File: src/hdl/t2cr_pkg.sv
// Purpose: shared constants and types for the capture/reload timer
// Assumes: sys_clk is the oscillator, one machine cycle is twelve clocks
// Notes:   the special function register port is eight bits wide
package t2cr_pkg;

  // ****************************************************************
  // register addresses
  // ****************************************************************
  localparam logic [7:0] ADDR_CONTROL     = 8'hc8;
  localparam logic [7:0] ADDR_CAPTURE_LOW = 8'hca;
  localparam logic [7:0] ADDR_CAPTURE_HI  = 8'hcb;
  localparam logic [7:0] ADDR_COUNT_LOW   = 8'hcc;
  localparam logic [7:0] ADDR_COUNT_HI    = 8'hcd;

  // ****************************************************************
  // control register fields and reset values
  // ****************************************************************
  localparam int BIT_OVERFLOW_FLAG   = 7;
  localparam int BIT_EXT_EVENT_FLAG  = 6;
  localparam int BIT_RX_CLOCK_SELECT = 5;
  localparam int BIT_TX_CLOCK_SELECT = 4;
  localparam int BIT_EXT_TRIG_ENABLE = 3;
  localparam int BIT_RUN_CONTROL     = 2;
  localparam int BIT_COUNT_SOURCE    = 1;
  localparam int BIT_CAPTURE_RELOAD  = 0;

  localparam logic [7:0]  CONTROL_RESET = 8'h00;
  localparam logic [15:0] COUNT_RESET   = 16'h0000;
  localparam logic [15:0] CAPTURE_RESET = 16'h0000;
  localparam logic [15:0] COUNT_MAX     = 16'hffff;

  // ****************************************************************
  // timing
  // ****************************************************************
  localparam int         OSC_PER_MACHINE_CYCLE = 12;
  localparam logic [3:0] PRESCALE_LAST = 4'(OSC_PER_MACHINE_CYCLE - 1);
  localparam int         BAUD_DIVIDE   = 16;
  localparam logic [3:0] BAUD_LAST     = 4'(BAUD_DIVIDE - 1);

  // ****************************************************************
  // state types
  // ****************************************************************
  typedef struct packed {
    logic [3:0] div;
    logic       tick;
  } t2cr_prescale_t;

  typedef struct packed {
    logic sync1;
    logic sync2;
    logic sampled;
    logic fall;
  } t2cr_sync_t;

  typedef struct packed {
    logic [15:0] count;
    logic [15:0] capture;
    logic [7:0]  control;
    logic [3:0]  baudDiv;
    logic        overflowPulse;
    logic        baudTick;
    logic [7:0]  readData;
  } t2cr_state_t;

  typedef struct packed {
    logic [7:0] addr;
    logic       wr;
    logic       rd;
    logic [7:0] wdata;
  } t2cr_sfr_req_t;

endpackage : t2cr_pkg

File: src/hdl/t2cr_prescale.sv
// Purpose: machine cycle enable, one pulse every twelve oscillator clocks
// Assumes: srst synchronous, active high
// Notes:   free running, not gated by the run control bit
`timescale 1ns/100ps
module t2cr_prescale (
  // clock and reset
  input  wire logic sys_clk,
  input  wire logic srst,
  // machine cycle enable
  output logic      machineTick
);

  t2cr_pkg::t2cr_prescale_t st_r;
  t2cr_pkg::t2cr_prescale_t st_nxt;

  // ****************************************************************
  // divider
  // ****************************************************************
  always_comb begin
    st_nxt      = st_r;
    st_nxt.tick = 1'b0;
    if (st_r.div == t2cr_pkg::PRESCALE_LAST) begin
      st_nxt.div  = 4'h0;
      st_nxt.tick = 1'b1;
    end else begin
      st_nxt.div = st_r.div + 4'h1;
    end
  end

  always_ff @(posedge sys_clk) begin
    if (srst) begin
      st_r <= '0;
    end else begin
      st_r <= st_nxt;
    end
  end

  assign machineTick = st_r.tick;

endmodule : t2cr_prescale

File: src/hdl/t2cr_edge_sync.sv
// Purpose: two stage synchroniser plus machine cycle falling edge sampler
// Assumes: pin is asynchronous to sys_clk
// Notes:   a level must stand one machine cycle to be seen
`timescale 1ns/100ps
module t2cr_edge_sync (
  // clock and reset
  input  wire logic sys_clk,
  input  wire logic srst,
  // sampling enable
  input  wire logic sampleTick,
  // pin and result
  input  wire logic pinIn,
  output logic      fallPulse
);

  t2cr_pkg::t2cr_sync_t st_r;
  t2cr_pkg::t2cr_sync_t st_nxt;

  // ****************************************************************
  // synchronise and sample
  // ****************************************************************
  always_comb begin
    st_nxt       = st_r;
    st_nxt.sync1 = pinIn;
    st_nxt.sync2 = st_r.sync1;
    st_nxt.fall  = 1'b0;
    if (sampleTick) begin
      st_nxt.sampled = st_r.sync2;
      st_nxt.fall    = st_r.sampled & ~st_r.sync2;
    end
  end

  // idle high so a pin low at release is seen as an edge
  always_ff @(posedge sys_clk) begin
    if (srst) begin
      st_r <= 4'b1110;
    end else begin
      st_r <= st_nxt;
    end
  end

  assign fallPulse = st_r.fall;

endmodule : t2cr_edge_sync

File: src/hdl/t2cr_timer.sv
// Purpose: sixteen bit timer/counter with capture, auto-reload and baud modes
// Assumes: sys_clk is the oscillator; special function register port is
//          same clock; port b clock selects come from the power control reg
// Notes:   read data appears one clock after the read strobe
//
// How it works
// - source bit picks oscillator or pin edges
// - internal twelfth rate; pin edges at most 24th
// - capture mode counts sixteen bits, sets overflow
// - capture mode counts upward only
// - capture mode trigger fall copies count into capture pair
// - capturing trigger fall sets external event flag
// - reload mode overflow sets flag, loads capture
// - reload mode trigger fall reloads, sets flag
// - trigger ignored while trigger enable clear
// - any baud select forces reload on overflow
// - baud mode overflow never sets overflow flag
// - baud mode trigger fall is extra interrupt
// - flags cleared only by software control writes
// - external event flag requests timer interrupt
// - run bit starts, clearing stops every mode
// - rx select routes overflow to port a rx
// - tx select routes overflow to port a tx
// - power control bits route to port b
// - baud reload from capture, rate over sixteen
// - baud mode trigger sets flag, no reload
`timescale 1ns/100ps
module t2cr_timer (
  // clock and reset
  input  wire logic       sys_clk,
  input  wire logic       srst,
  // special function register port
  input  wire logic [7:0] sfrAddr,
  input  wire logic       sfrWr,
  input  wire logic       sfrRd,
  input  wire logic [7:0] sfrWdata,
  output logic      [7:0] sfrRdata,
  // pins
  input  wire logic       eventCountInput,
  input  wire logic       triggerInput,
  // port b clock selects from power control
  input  wire logic       rxClockSelectPortB,
  input  wire logic       txClockSelectPortB,
  // serial port clocking
  output logic            overflowPulse,
  output logic            baudTick,
  output logic            rxClockSelect,
  output logic            txClockSelect,
  output logic            portBRxFromTimer,
  output logic            portBTxFromTimer,
  // interrupt request
  output logic            timerIrq
);

  // ****************************************************************
  // declarations
  // ****************************************************************
  t2cr_pkg::t2cr_state_t   st_r;
  t2cr_pkg::t2cr_state_t   st_nxt;
  t2cr_pkg::t2cr_sfr_req_t req;
  logic                    machineTick;
  logic                    countFall;
  logic                    trigFall;
  logic                    baudMode;
  logic                    countEn;
  logic                    overflow;
  logic                    trigger;
  logic                    reloadMode;
  logic                    wrControl;
  logic                    wrCount;
  logic                    wrCapture;
  logic [7:0]              controlBase;

  assign req = '{addr: sfrAddr, wr: sfrWr, rd: sfrRd, wdata: sfrWdata};

  // ****************************************************************
  // helpers
  // ****************************************************************
  function automatic logic hit(input t2cr_pkg::t2cr_sfr_req_t r,
                               input logic [7:0] a);
    hit = r.wr & (r.addr == a);
  endfunction : hit

  // ****************************************************************
  // submodules
  // ****************************************************************
  t2cr_prescale u_prescale (
    .sys_clk     (sys_clk),
    .srst        (srst),
    .machineTick (machineTick)
  );

  t2cr_edge_sync u_count_sync (
    .sys_clk    (sys_clk),
    .srst       (srst),
    .sampleTick (machineTick),
    .pinIn      (eventCountInput),
    .fallPulse  (countFall)
  );

  t2cr_edge_sync u_trig_sync (
    .sys_clk    (sys_clk),
    .srst       (srst),
    .sampleTick (machineTick),
    .pinIn      (triggerInput),
    .fallPulse  (trigFall)
  );

  // ****************************************************************
  // decode of the current mode
  // ****************************************************************
  // baud selects override mode
  assign baudMode = st_r.control[t2cr_pkg::BIT_RX_CLOCK_SELECT]
                  | st_r.control[t2cr_pkg::BIT_TX_CLOCK_SELECT]
                  | rxClockSelectPortB
                  | txClockSelectPortB;
  assign reloadMode = baudMode | ~st_r.control[t2cr_pkg::BIT_CAPTURE_RELOAD];

  assign countEn = st_r.control[t2cr_pkg::BIT_RUN_CONTROL]
                 & (st_r.control[t2cr_pkg::BIT_COUNT_SOURCE] ? countFall : machineTick);
  assign overflow = countEn & (st_r.count == t2cr_pkg::COUNT_MAX);

  assign trigger = st_r.control[t2cr_pkg::BIT_EXT_TRIG_ENABLE] & trigFall;

  assign wrControl = hit(req, t2cr_pkg::ADDR_CONTROL);
  assign wrCount   = hit(req, t2cr_pkg::ADDR_COUNT_LOW) | hit(req, t2cr_pkg::ADDR_COUNT_HI);
  assign wrCapture = hit(req, t2cr_pkg::ADDR_CAPTURE_LOW)
                   | hit(req, t2cr_pkg::ADDR_CAPTURE_HI);

  // ****************************************************************
  // next state
  // ****************************************************************
  always_comb begin
    st_nxt               = st_r;
    st_nxt.overflowPulse = 1'b0;
    st_nxt.baudTick      = 1'b0;
    controlBase          = wrControl ? req.wdata : st_r.control;

    if (countEn) begin
      st_nxt.count = st_r.count + 16'h0001;
    end
    if (overflow && reloadMode) begin
      st_nxt.count = st_r.capture;
    end
    if (trigger && !baudMode && !st_r.control[t2cr_pkg::BIT_CAPTURE_RELOAD]) begin
      st_nxt.count = st_r.capture;
    end
    if (trigger && !baudMode && st_r.control[t2cr_pkg::BIT_CAPTURE_RELOAD]) begin
      st_nxt.capture = st_r.count;
    end

    // software writes win over counting
    if (hit(req, t2cr_pkg::ADDR_COUNT_LOW)) begin
      st_nxt.count[7:0] = req.wdata;
    end
    if (hit(req, t2cr_pkg::ADDR_COUNT_HI)) begin
      st_nxt.count[15:8] = req.wdata;
    end
    if (hit(req, t2cr_pkg::ADDR_CAPTURE_LOW)) begin
      st_nxt.capture[7:0] = req.wdata;
    end
    if (hit(req, t2cr_pkg::ADDR_CAPTURE_HI)) begin
      st_nxt.capture[15:8] = req.wdata;
    end

    st_nxt.control = controlBase;
    st_nxt.control[t2cr_pkg::BIT_OVERFLOW_FLAG] =
        controlBase[t2cr_pkg::BIT_OVERFLOW_FLAG] | (overflow & ~baudMode);
    st_nxt.control[t2cr_pkg::BIT_EXT_EVENT_FLAG] =
        controlBase[t2cr_pkg::BIT_EXT_EVENT_FLAG] | trigger;

    st_nxt.overflowPulse = overflow;
    if (overflow && baudMode) begin
      st_nxt.baudDiv = st_r.baudDiv + 4'h1;
      st_nxt.baudTick = (st_r.baudDiv == t2cr_pkg::BAUD_LAST);
    end

    if (req.rd) begin
      case (req.addr)
        t2cr_pkg::ADDR_CONTROL:     st_nxt.readData = st_r.control;
        t2cr_pkg::ADDR_COUNT_LOW:   st_nxt.readData = st_r.count[7:0];
        t2cr_pkg::ADDR_COUNT_HI:    st_nxt.readData = st_r.count[15:8];
        t2cr_pkg::ADDR_CAPTURE_LOW: st_nxt.readData = st_r.capture[7:0];
        t2cr_pkg::ADDR_CAPTURE_HI:  st_nxt.readData = st_r.capture[15:8];
        default:                    st_nxt.readData = 8'h00;
      endcase
    end
  end

  always_ff @(posedge sys_clk) begin
    if (srst) begin
      st_r <= '{count:         t2cr_pkg::COUNT_RESET,
                capture:       t2cr_pkg::CAPTURE_RESET,
                control:       t2cr_pkg::CONTROL_RESET,
                baudDiv:       4'h0,
                overflowPulse: 1'b0,
                baudTick:      1'b0,
                readData:      8'h00};
    end else begin
      st_r <= st_nxt;
    end
  end

  // ****************************************************************
  // outputs
  // ****************************************************************
  assign sfrRdata      = st_r.readData;
  assign overflowPulse = st_r.overflowPulse;
  assign baudTick      = st_r.baudTick;
  assign rxClockSelect = st_r.control[t2cr_pkg::BIT_RX_CLOCK_SELECT];
  assign txClockSelect = st_r.control[t2cr_pkg::BIT_TX_CLOCK_SELECT];
  assign portBRxFromTimer = rxClockSelectPortB;
  assign portBTxFromTimer = txClockSelectPortB;
  assign timerIrq = st_r.control[t2cr_pkg::BIT_OVERFLOW_FLAG]
                  | st_r.control[t2cr_pkg::BIT_EXT_EVENT_FLAG];
endmodule : t2cr_timer

File: config.mk
export PLATFORM = sky130hd
export DESIGN_NAME = t2cr_timer
export DESIGN_NICKNAME = d
export VERILOG_FILES = /design/src/hdl/t2cr_pkg.sv /design/src/hdl/t2cr_prescale.sv /design/src/hdl/t2cr_edge_sync.sv /design/src/hdl/t2cr_timer.sv
export SDC_FILE = /design/constraint.sdc
export NUM_CORES = 1
export LEC_CHECK = 0
export BUFFER_PORTS_ARGS = -buffer_cell sky130_fd_sc_hd__buf_4
export CORE_ASPECT_RATIO = 1.25
export CORE_MARGIN = 2
export CORE_UTILIZATION = 37
export CTS_CLUSTER_DIAMETER = 100
export DETAILED_ROUTE_END_ITERATION = 8
export PLACE_DENSITY = 0.58
export RECOVER_POWER = 50
export SYNTH_ARGS = -nofsm -noshare
export SYNTH_HDL_FRONTEND = slang
export SYNTH_SLANG_ARGS = --single-unit
File: constraint.sdc
create_clock -name sys_clk -period 5.15 [get_ports sys_clk]
set_clock_uncertainty 0.05 [all_clocks]
set_input_delay 1.2875 -clock sys_clk [delete_from_list [all_inputs] [get_ports sys_clk]]
set_output_delay 1.2875 -clock sys_clk [all_outputs]
set_load 0.005 [all_outputs]
### Word-level counts from Yosys, hierarchy flattened

Cells that the tools add are included.

| word-level totals | value |
|---|---|
| word-level logic and storage cells | 81 |
| input port bits | 24 |
| output and inout port bits | 15 |
| bits in registers | 67 |

| operators by class | value |
|---|---|
| $add $sub $neg | 3 |
| multiplexer cells | 12 |
| equal/unequal tests | 8 |
| reduce and logical (&&, ||, !) cells | 14 |
| bitwise operators | 24 |

Operators by type and width:

| kind | number |
|---|---|
| 2-to-1 mux 16 bit | 4 |
| == test 8 bit, second input constant | 5 |
| 2-to-1 mux 8 bit | 5 |
| case mux 8 bit (5 select lines) | 1 |
| adder 16 x 1 -> 16 bit, second input constant | 1 |
| == test 16 bit, second input constant | 1 |
| bitwise AND 1 bit | 11 |
| adder 4 x 1 -> 4 bit, second input constant | 2 |
| == test 4 bit, second input constant | 2 |
| nonzero test 4 bit | 2 |
| OR 1 bit | 7 |
| inverter 1 bit | 6 |
| OR reduction 2 bit | 3 |
| logical AND 1 bit | 5 |
| nonzero test 2 bit | 2 |
| zero test 1 bit | 2 |
| 2-to-1 mux 1 bit | 2 |

### Logic depth before layout (Yosys ltp)

Gate-level depths: netlist of run 1.

| depth | value |
|---|---|
| word-level depth | 8 |
| gate-level depth with buffers | 8 |
| mapped depth without buffers | 6 |

### By module

A second synthesis of run 1 with hierarchy kept.

| unflattened totals | value |
|---|---|
| cells, all modules | 405 |
| area total of the unflattened synthesis | 3638.5 um^2 |

Modules (own cells, without submodules):

| module | seq. area each (um^2) | area each (um^2) | times used | cells each |
|---|---|---|---|---|
| t2cr_timer | 1081.0 | 3199.3 | 1 | 369 |
| t2cr_edge_sync | 80.1 | 120.1 | 2 | 9 |
| t2cr_prescale | 100.1 | 198.9 | 1 | 18 |

### Least setup slack after synthesis of run 1

OpenSTA, ideal clock, no wires.

| timing path | value |
|---|---|
| kind | input port to flip-flop |
| from | input sfrAddr[0] |
| to | register st_r[20] in the netlist's numbering |
| cell stages on the path | 7 |
| data arrival time | 2887 ps |
| slack | 2081 ps |
| setup time | 132 ps |
| path buffers | 2 |
| data required time | 4968 ps |
| cell sequence | or4b_4 > or3_1 > buf_6 > nor3b_2 > buf_6 > mux2i_1 > a21oi_1 |

| on the way | value |
|---|---|
| cells in the longest elaborated chain, start to end | 4 |

Ends and longest elaborated chain:

| element | RTL line | text |
|---|---|---|
| from (decl) | t2cr_timer.sv:33 | `input wire logic [7:0] sfrAddr,` |
| == test 8 bit | t2cr_timer.sv:81 | `hit = r.wr & (r.addr == a);` |
| bitwise AND 1 bit | t2cr_timer.sv:81 |  |
| 2-to-1 mux 8 bit | t2cr_timer.sv:137 | `controlBase = wrControl ? req.wdata : st_r.control;` |
| OR 1 bit | t2cr_timer.sv:170 | `controlBase[t2cr_pkg::BIT_EXT_EVENT_FLAG] \| trigger;` |
| to (signal assigned) | t2cr_timer.sv:192 | `st_r <= '{count: t2cr_pkg::COUNT_RESET,` |
| to (signal assigned) | t2cr_timer.sv:200 | `st_r <= st_nxt;` |
| to (decl) | t2cr_timer.sv:58 | `t2cr_pkg::t2cr_state_t st_r;` |

No other way between the ends.
A chain may end at the register's enable or synchronous reset.

### Worst setup path after layout of run 1

| timing path | value |
|---|---|
| from | input sfrAddr[2] |
| to | register st_r[25] in the netlist's numbering |

| on the way | value |
|---|---|
| cells in the longest elaborated chain, start to end | 3 |
| elaborated cells on any way between the ends | 4 |
| classes of those cells | eq/ne (1); mux (1); bitwise (1); reduce/logical (1) |

Ends and longest elaborated chain:

| element | RTL line |
|---|---|
| == test 8 bit (*) | t2cr_timer.sv:81 |
| bitwise AND 1 bit (*) | t2cr_timer.sv:81 |
| 2-to-1 mux 8 bit / nonzero test 2 bit (equally long branches) | -- |

Every way passes the cells marked *; elsewhere a longest branch is shown, timed or not.

==> flow_metrics.py, run 1 <==
metrics = {
    "run_status": {
        "status": "finished clean",
    },
    "logic_synthesis": {
        "synth_edf_count": 0,
        "ys_async_sr_fraction_pct": 0,
        "synth_ff_type": "dfxtp_1",
        "synthTopCellsByArea": "dfxtp_1 37%, mux2i_1 9.4%, nor2_1 6.6%",
        "syn_area_um2": 3630,
        "yosys_warnings": 0,
        "yosys.cell_count.top_type": "dfxtp_1",
        "synth_common_cells": "67 x dfxtp_1, 64 x nor2_1, 34 x mux2i_1",
        "synth_cell_types": 56,
        "synthCells": 410,
        "synth_top_area_share_pct": 36.9,
        "ys_seq_area_share_pct": 36.9,
        "syn_nets": 437,
        "yosys_register_bits": 67,
        "synth_top_cell_by_area": "dfxtp_1",
        "syn_avg_cell_area_um2": 8.86,
    },
    "power_and_ir_drop": {
        "power_density_nw_per_um2": 284,
        "ir_drop_uv": 170,
        "leakagePower_uw": 0.00151,
    },
    "global_routing": {
        "grt_pass1_vias": 3055,
        "overflow": 0,
        "grt.total_usage_pct": 20.0,
        "antenna_found_initial": 0,
        "grt_first_pass_wirelength_mm": 16.4,
        "grt_max_degree": 58,
    },
    "floorplanning": {
        "row_count": 40,
        "die-area_um2": 10600,
        "die_y_um": 115,
        "num_io_pins": 39,
        "fp.dieW_um": 92.6,
        "coreArea_um2": 9560,
        "initial_core_util_pct": 38.0,
    },
    "worst_hold_path": {
        "min_to": "u_count_sync.st_r[2]",
        "hold_depth": 1,
        "holdCritPathClass": "flip-flop to flip-flop",
        "min_from": "u_count_sync.st_nxt[2]",
    },
    "clocking": {
        "post_cts.repair.setup_buffers": 0,
        "cts_made_buffers": 9,
        "h-tree-depth": 3,
        "cts_num_sinks": 67,
        "cts_tree": "yes",
        "insertion_delay_ps": 330,
        "clock-root-buffer": "clkbuf_16",
        "cts_resized": 0,
        "path_clk_slew_ps": 60,
        "hold_buffers": 0,
        "ctsLongestPathBuffers": 2,
    },
    "cells_and_area": {
        "n_antenna_cell": 0,
        "layout.cells.non_filler": 552,
        "drive_gt1_share_pct": 16.9,
        "synthToLayoutAreaGrowth_pct": 13.1,
        "nNetsFinal": 449,
        "fillers": 961,
    },
    "placement": {
        "dp_cells": 537,
        "dp_hpwl_mm": 7.26,
        "gp_congestion": 0.876,
        "port_buffers": 38,
    },
    "setup_path": {
        "slowest_delay_ps": 910,
        "cp_num_buf_inv": 1,
        "path_cells": "clkbuf_1 > nor2b_1 > nor3b_1 > nand2_1 > nor2_1 > a211oi_1",
        "reg2reg_to": "st_r[53]",
        "worstPathRequired_ps": 5290,
        "path_delay_family": "simple AND/OR/NAND/NOR gates",
        "end_kind": "flip-flop",
        "cp.arrival_ps": 3990,
        "crit_path_start_kind": "input pin",
        "r2r_cells": 6,
        "worstSetupPathType": "input pin to flip-flop",
        "r2r_setup_slack_ps": 1570,
        "worstReg2RegStart": "st_r[38]",
        "cp_max_fo": 15,
        "cpMaxStageDelayCell": "nor3b_1",
    },
    "detailed_routing": {
        "via_per_inst": 5.86,
        "wl_mm": 10.4,
        "antenna_left": 0,
        "drt_pass1_iterations": 5,
        "routedWlPerCell_um": 18.8,
        "drt_iter0_drc": 264,
        "vias": 3236,
        "drc": 0,
    },
    "timing": {
        "timing.final.crit_share_pct": 74.7,
        "clock.fmax_ghz": 0.260,
        "period_needed_ps": 3850,
        "setup_viol": 0,
        "hold_viol_final": 0,
        "slew_headroom_pct": 4.80,
        "worst-slew-pin-transition_ps": 1410,
        "report.final.slew_viol_count": 0,
        "rsz0062_at_grt": "false",
        "tns_ps": 0,
    },
    "flow_run": {
        "max_cap_viol_count": 0,
    },
}
-- per-layer routing --
metal / share of wire [%] / global-route usage (%)
met1: 43 / 24.0
met2: 48 / 33.6
met3: 4.1 / 3.67
met4: 4.8 / 11.9
met5: 0 / 0
-- cells by family after synthesis --
group / count (synthesis) / synth area share, %
adders and majority gates: 3 / 1.03
buffers and inverters: 42 / 6.75
DFF: 67 / 36.9
AOI/OAI and AO/OA: 93 / 19.4
and+or+nand+nor: 153 / 22.1
xor gates and xnor gates: 16 / 3.86
muxes: 36 / 9.99
-- worst reg2reg max path, delay by kind of cell, from the launching register on --
kind	cells	cell delay [ps]
AOI/OAI and AO/OA	2	890
and+or+nand+nor	3	1790
adders and majority gates	1	270
DFF	1	470
-- flip-flops by register name, summed over array words and instances, names as in the netlist, 2 cells and up --
signal,cells
st_r,42
u_prescale.st_r,4
u_count_sync.st_r,2
u_trig_sync.st_r,2
sfrRdata,8
-- layout by cell type, fill, tap and decap left out, types with 4 or more instances in the layout --
cell / Yosys / routed
clkbuf_4: 0 / 15
a211oi_1: 24 / 24
buf_4: 10 / 23
nor2_1: 64 / 64
inv_1: 4 / 4
dfxtp_1: 67 / 67
nand3_1: 23 / 23
xnor2_1: 7 / 7
nand4_1: 4 / 4
a21oi_1: 11 / 11
mux2i_1: 34 / 34
or2_2: 6 / 6
nor4_1: 4 / 5
a311oi_1: 4 / 4
o2bb2ai_1: 7 / 7
xor2_1: 9 / 9
a22o_1: 9 / 9
nor3_1: 8 / 8
clkbuf_16: 0 / 9
o21ai_0: 7 / 7
a221oi_1: 15 / 15
nand2_1: 16 / 16
a31oi_1: 4 / 4
-- power by group --
| group | internal, uW | switching [uW] | leakage [uW] |
|---|---|---|---|
| Clock | 348 | 225 | 0.000137 |
| Combinational | 26.9 | 36.6 | 0.000828 |
| Sequential | 526 | 4.07 | 0.000543 |
-- cell type report --
class	count	area, um2	area share (%)
Timing Repair Buffer	39	289	7.04
Multi-Input combinational cell	301	2020	49.3
Tap cell	126	158	3.84
Sequential cell	67	1340	32.7
Clock buffer	11	253	6.15
Clock inverter	4	26.3	0.640
Inverter	4	15.0	0.366
-- how the worst max path moves through the flow --
stage	slack (ps)	endpoint	depth (start not counted)	from
global placement	1430	st_r[20]	6	sfrAddr[0]
detailed placement	1380	st_r[20]	6	sfrAddr[0]
CTS	1730	st_r[21]	6	sfrAddr[0]
global route	990	st_r[28]	6	sfrAddr[2]
floorplan	2080	st_r[20]	7	sfrAddr[0]
finish	1300	st_r[25]	6	sfrAddr[2]
-- per-stage QoR --
step | area (um2) | total power [uW] | setup slack [ps] | util (%) | hold slack (ps)
after floorplan | 3630 | 577 | 2080 | - | 339
after global placement | 3850 | 604 | 1430 | 40.3 | 345
after detailed placement | 3850 | 605 | 1380 | 40.3 | 344
after CTS | 4130 | 1180 | 1730 | 43.2 | 356
after global routing | 4110 | 1210 | 990 | 43.0 | 389
final | 4110 | 1170 | 1300 | 43.0 | 354
Note: power is estimated with default switching activity, not from simulation.
==> run 2: changes to the inputs <==
--- a/config.mk
+++ b/config.mk
@@ -11,7 +11,7 @@
 export CORE_UTILIZATION = 37
 export CTS_CLUSTER_DIAMETER = 100
 export DETAILED_ROUTE_END_ITERATION = 8
-export PLACE_DENSITY = 0.58
+export PLACE_DENSITY = 0.61
 export RECOVER_POWER = 50
 export SYNTH_ARGS = -nofsm -noshare
 export SYNTH_HDL_FRONTEND = slang
==> constraint.sdc (replaced) <==
create_clock -name sys_clk -period 3.2 [get_ports sys_clk]
set_clock_uncertainty 0.05 [all_clocks]
set_input_delay 0.8 -clock sys_clk [delete_from_list [all_inputs] [get_ports sys_clk]]
set_output_delay 0.8 -clock sys_clk [all_outputs]
set_load 0.005 [all_outputs]
==> run 2 against run 1 <==
Compared with the run above:
- sequential power grew 61%
- non-clock buffer count up 12
- utilization increased by 1.1 points
- cell count is 2.2% higher
- worst setup slack got worse by 660 ps
- combinational power grew 65%
- largest power group unchanged
==> flow_metrics.py, run 2 (synthesis results as in run 1) <==
metrics = {
    "placement": {
        "gp_congestion": 0.939,
        "dp_hpwl_mm": 7.16,
        "port_buffers": 38,
        "placed_cell_area_um2": 3940,
        "pre_cts_ws_ps": 398,
    },
    "detailed_routing": {
        "routedWlPerCell_um": 18.2,
        "wl_mm": 10.3,
        "antenna_left": 0,
        "drt_iter0_drc": 315,
        "via_per_inst": 5.80,
        "wl_met1_mm": 4.31,
        "wl_met2_mm": 4.81,
        "drc": 0,
        "vias": 3272,
        "drt_pass1_iterations": 5,
        "met3WireLength_um": 629,
        "top_layer": "met4",
    },
    "timing": {
        "slew_headroom_pct": 20.1,
        "report.final.slew_viol_count": 0,
        "timing.final.crit_share_pct": 79.8,
        "period_needed_ps": 2550,
        "worst-slew-pin-transition_ps": 1200,
        "timing.final.ws_setup_ps": 648,
        "tns_ps": 0,
        "whs_ps": 357,
        "setup_viol": 0,
        "clock.fmax_ghz": 0.392,
        "rsz0062_at_grt": "false",
        "hold_viol_final": 0,
    },
    "setup_path": {
        "path_delay_family": "simple AND/OR/NAND/NOR gates",
        "cp.arrival_ps": 2660,
        "worstPathRequired_ps": 3310,
        "path_cells": "clkbuf_4 > or4b_1 > or3_1 > nor3b_2 > buf_4 > mux2i_1 > a21oi_1",
        "slowest_delay_ps": 600,
        "cp_max_fo": 8,
        "cpMaxStageDelayCell": "or4b_1",
        "cp_num_buf_inv": 2,
        "end_kind": "flip-flop",
        "worstSetupPathType": "input pin to flip-flop",
        "crit_path_start_kind": "input pin",
    },
    "run_status": {
        "status": "finished clean",
    },
    "cells_and_area": {
        "largest_reg_flops": 42,
        "top_register": "st_r",
        "n_antenna_cell": 0,
        "fillers": 931,
        "nNetsFinal": 461,
        "fin_area_um2": 4210,
        "final_common_cell": "dfxtp_1",
        "synthToLayoutAreaGrowth_pct": 16.0,
        "drive_gt1_share_pct": 18.0,
        "final_cell_mix": "67 x dfxtp_1, 64 x nor2_1, 34 x mux2i_1",
    },
    "clocking": {
        "cts_made_buffers": 9,
        "cts_num_sinks": 67,
        "hold_buffers": 0,
        "post_cts.repair.setup_buffers": 0,
        "path_clk_slew_ps": 50,
        "cts_tree": "yes",
        "insertion_delay_ps": 340,
        "cts_resized": 0,
        "clock-root-buffer": "clkbuf_16",
        "h-tree-depth": 3,
        "ctsLongestPathBuffers": 2,
    },
    "power_and_ir_drop": {
        "ir_drop_uv": 276,
        "leakagePower_uw": 0.00158,
        "power.total_uw": 1940,
        "power_density_nw_per_um2": 461,
    },
    "floorplanning": {
        "die_y_um": 115,
        "initial_core_util_pct": 38.0,
        "fp.dieW_um": 92.6,
        "num_io_pins": 39,
        "coreArea_um2": 9560,
        "die-area_um2": 10600,
        "row_count": 40,
    },
    "worst_hold_path": {
        "holdCritPathClass": "flip-flop to flip-flop",
    },
    "global_routing": {
        "grt_max_degree": 58,
        "grt.total_usage_pct": 20.1,
        "antenna_found_initial": 0,
        "grt_first_pass_wirelength_mm": 16.3,
        "grt_pass1_vias": 3053,
        "overflow": 0,
    },
    "flow_run": {
        "max_cap_viol_count": 0,
    },
}
-- run 2: changes by cell type in the layout (fill, tap and decap cells not counted), sizes merged --
cell	previous run	this run
clkbuf	27	33
bufinv	0	1
clkinvlp	1	0
buf	23	31
clkinv	3	1
-- run 2: final timing paths --
path | startpoint | endpoint | slack, ps | cells after the start
min reg2reg | u_trig_sync.st_nxt[2] | u_trig_sync.st_r[2] | 360 | 1
max reg2reg | st_r[38] | st_r[53] | 750 | 6
max | sfrAddr[0] | st_r[20] | 650 | 7
min | u_trig_sync.st_nxt[2] | u_trig_sync.st_r[2] | 360 | 1
-- run 2: final cells by class --
cell class / count / area [um2] / area share [%]
multi-input combinational: 301 / 2040 / 48.4
sequential: 67 / 1340 / 31.9
timing repair buffer: 51 / 365 / 8.68
clock buffer: 13 / 260 / 6.18
tap: 126 / 158 / 3.74
clock inverter: 2 / 35.0 / 0.832
inverter: 4 / 15.0 / 0.357
-- run 2: metrics by stage --
step	instances	util (%)
2_1_floorplan	410	-
3_5_place_dp	549	41.2
3_3_place_gp	549	41.2
4_1_cts	564	44.3
5_1_grt	564	44.0
6_report	564	44.0
-- run 2: worst reg2reg max path: cells and delay by family (launching register included) --
| kind | cells | cell delay [ps] |
|---|---|---|
| compound gates | 2 | 730 |
| fa+ha+maj | 1 | 260 |
| flops | 1 | 470 |
| simple gates | 3 | 830 |
-- run 2: report_power, final --
group / switching [uW] / internal (uW)
clock network: 345 / 640
registers: 6.71 / 847
logic: 60.3 / 44.5
total: 412 / 1530
-- run 2: layer usage --
metal,vias up,track usage (%)
met5,-,0
li1,1572,-
met1,1533,24.4
met4,0,11.6
met3,32,4.33
met2,135,32.9
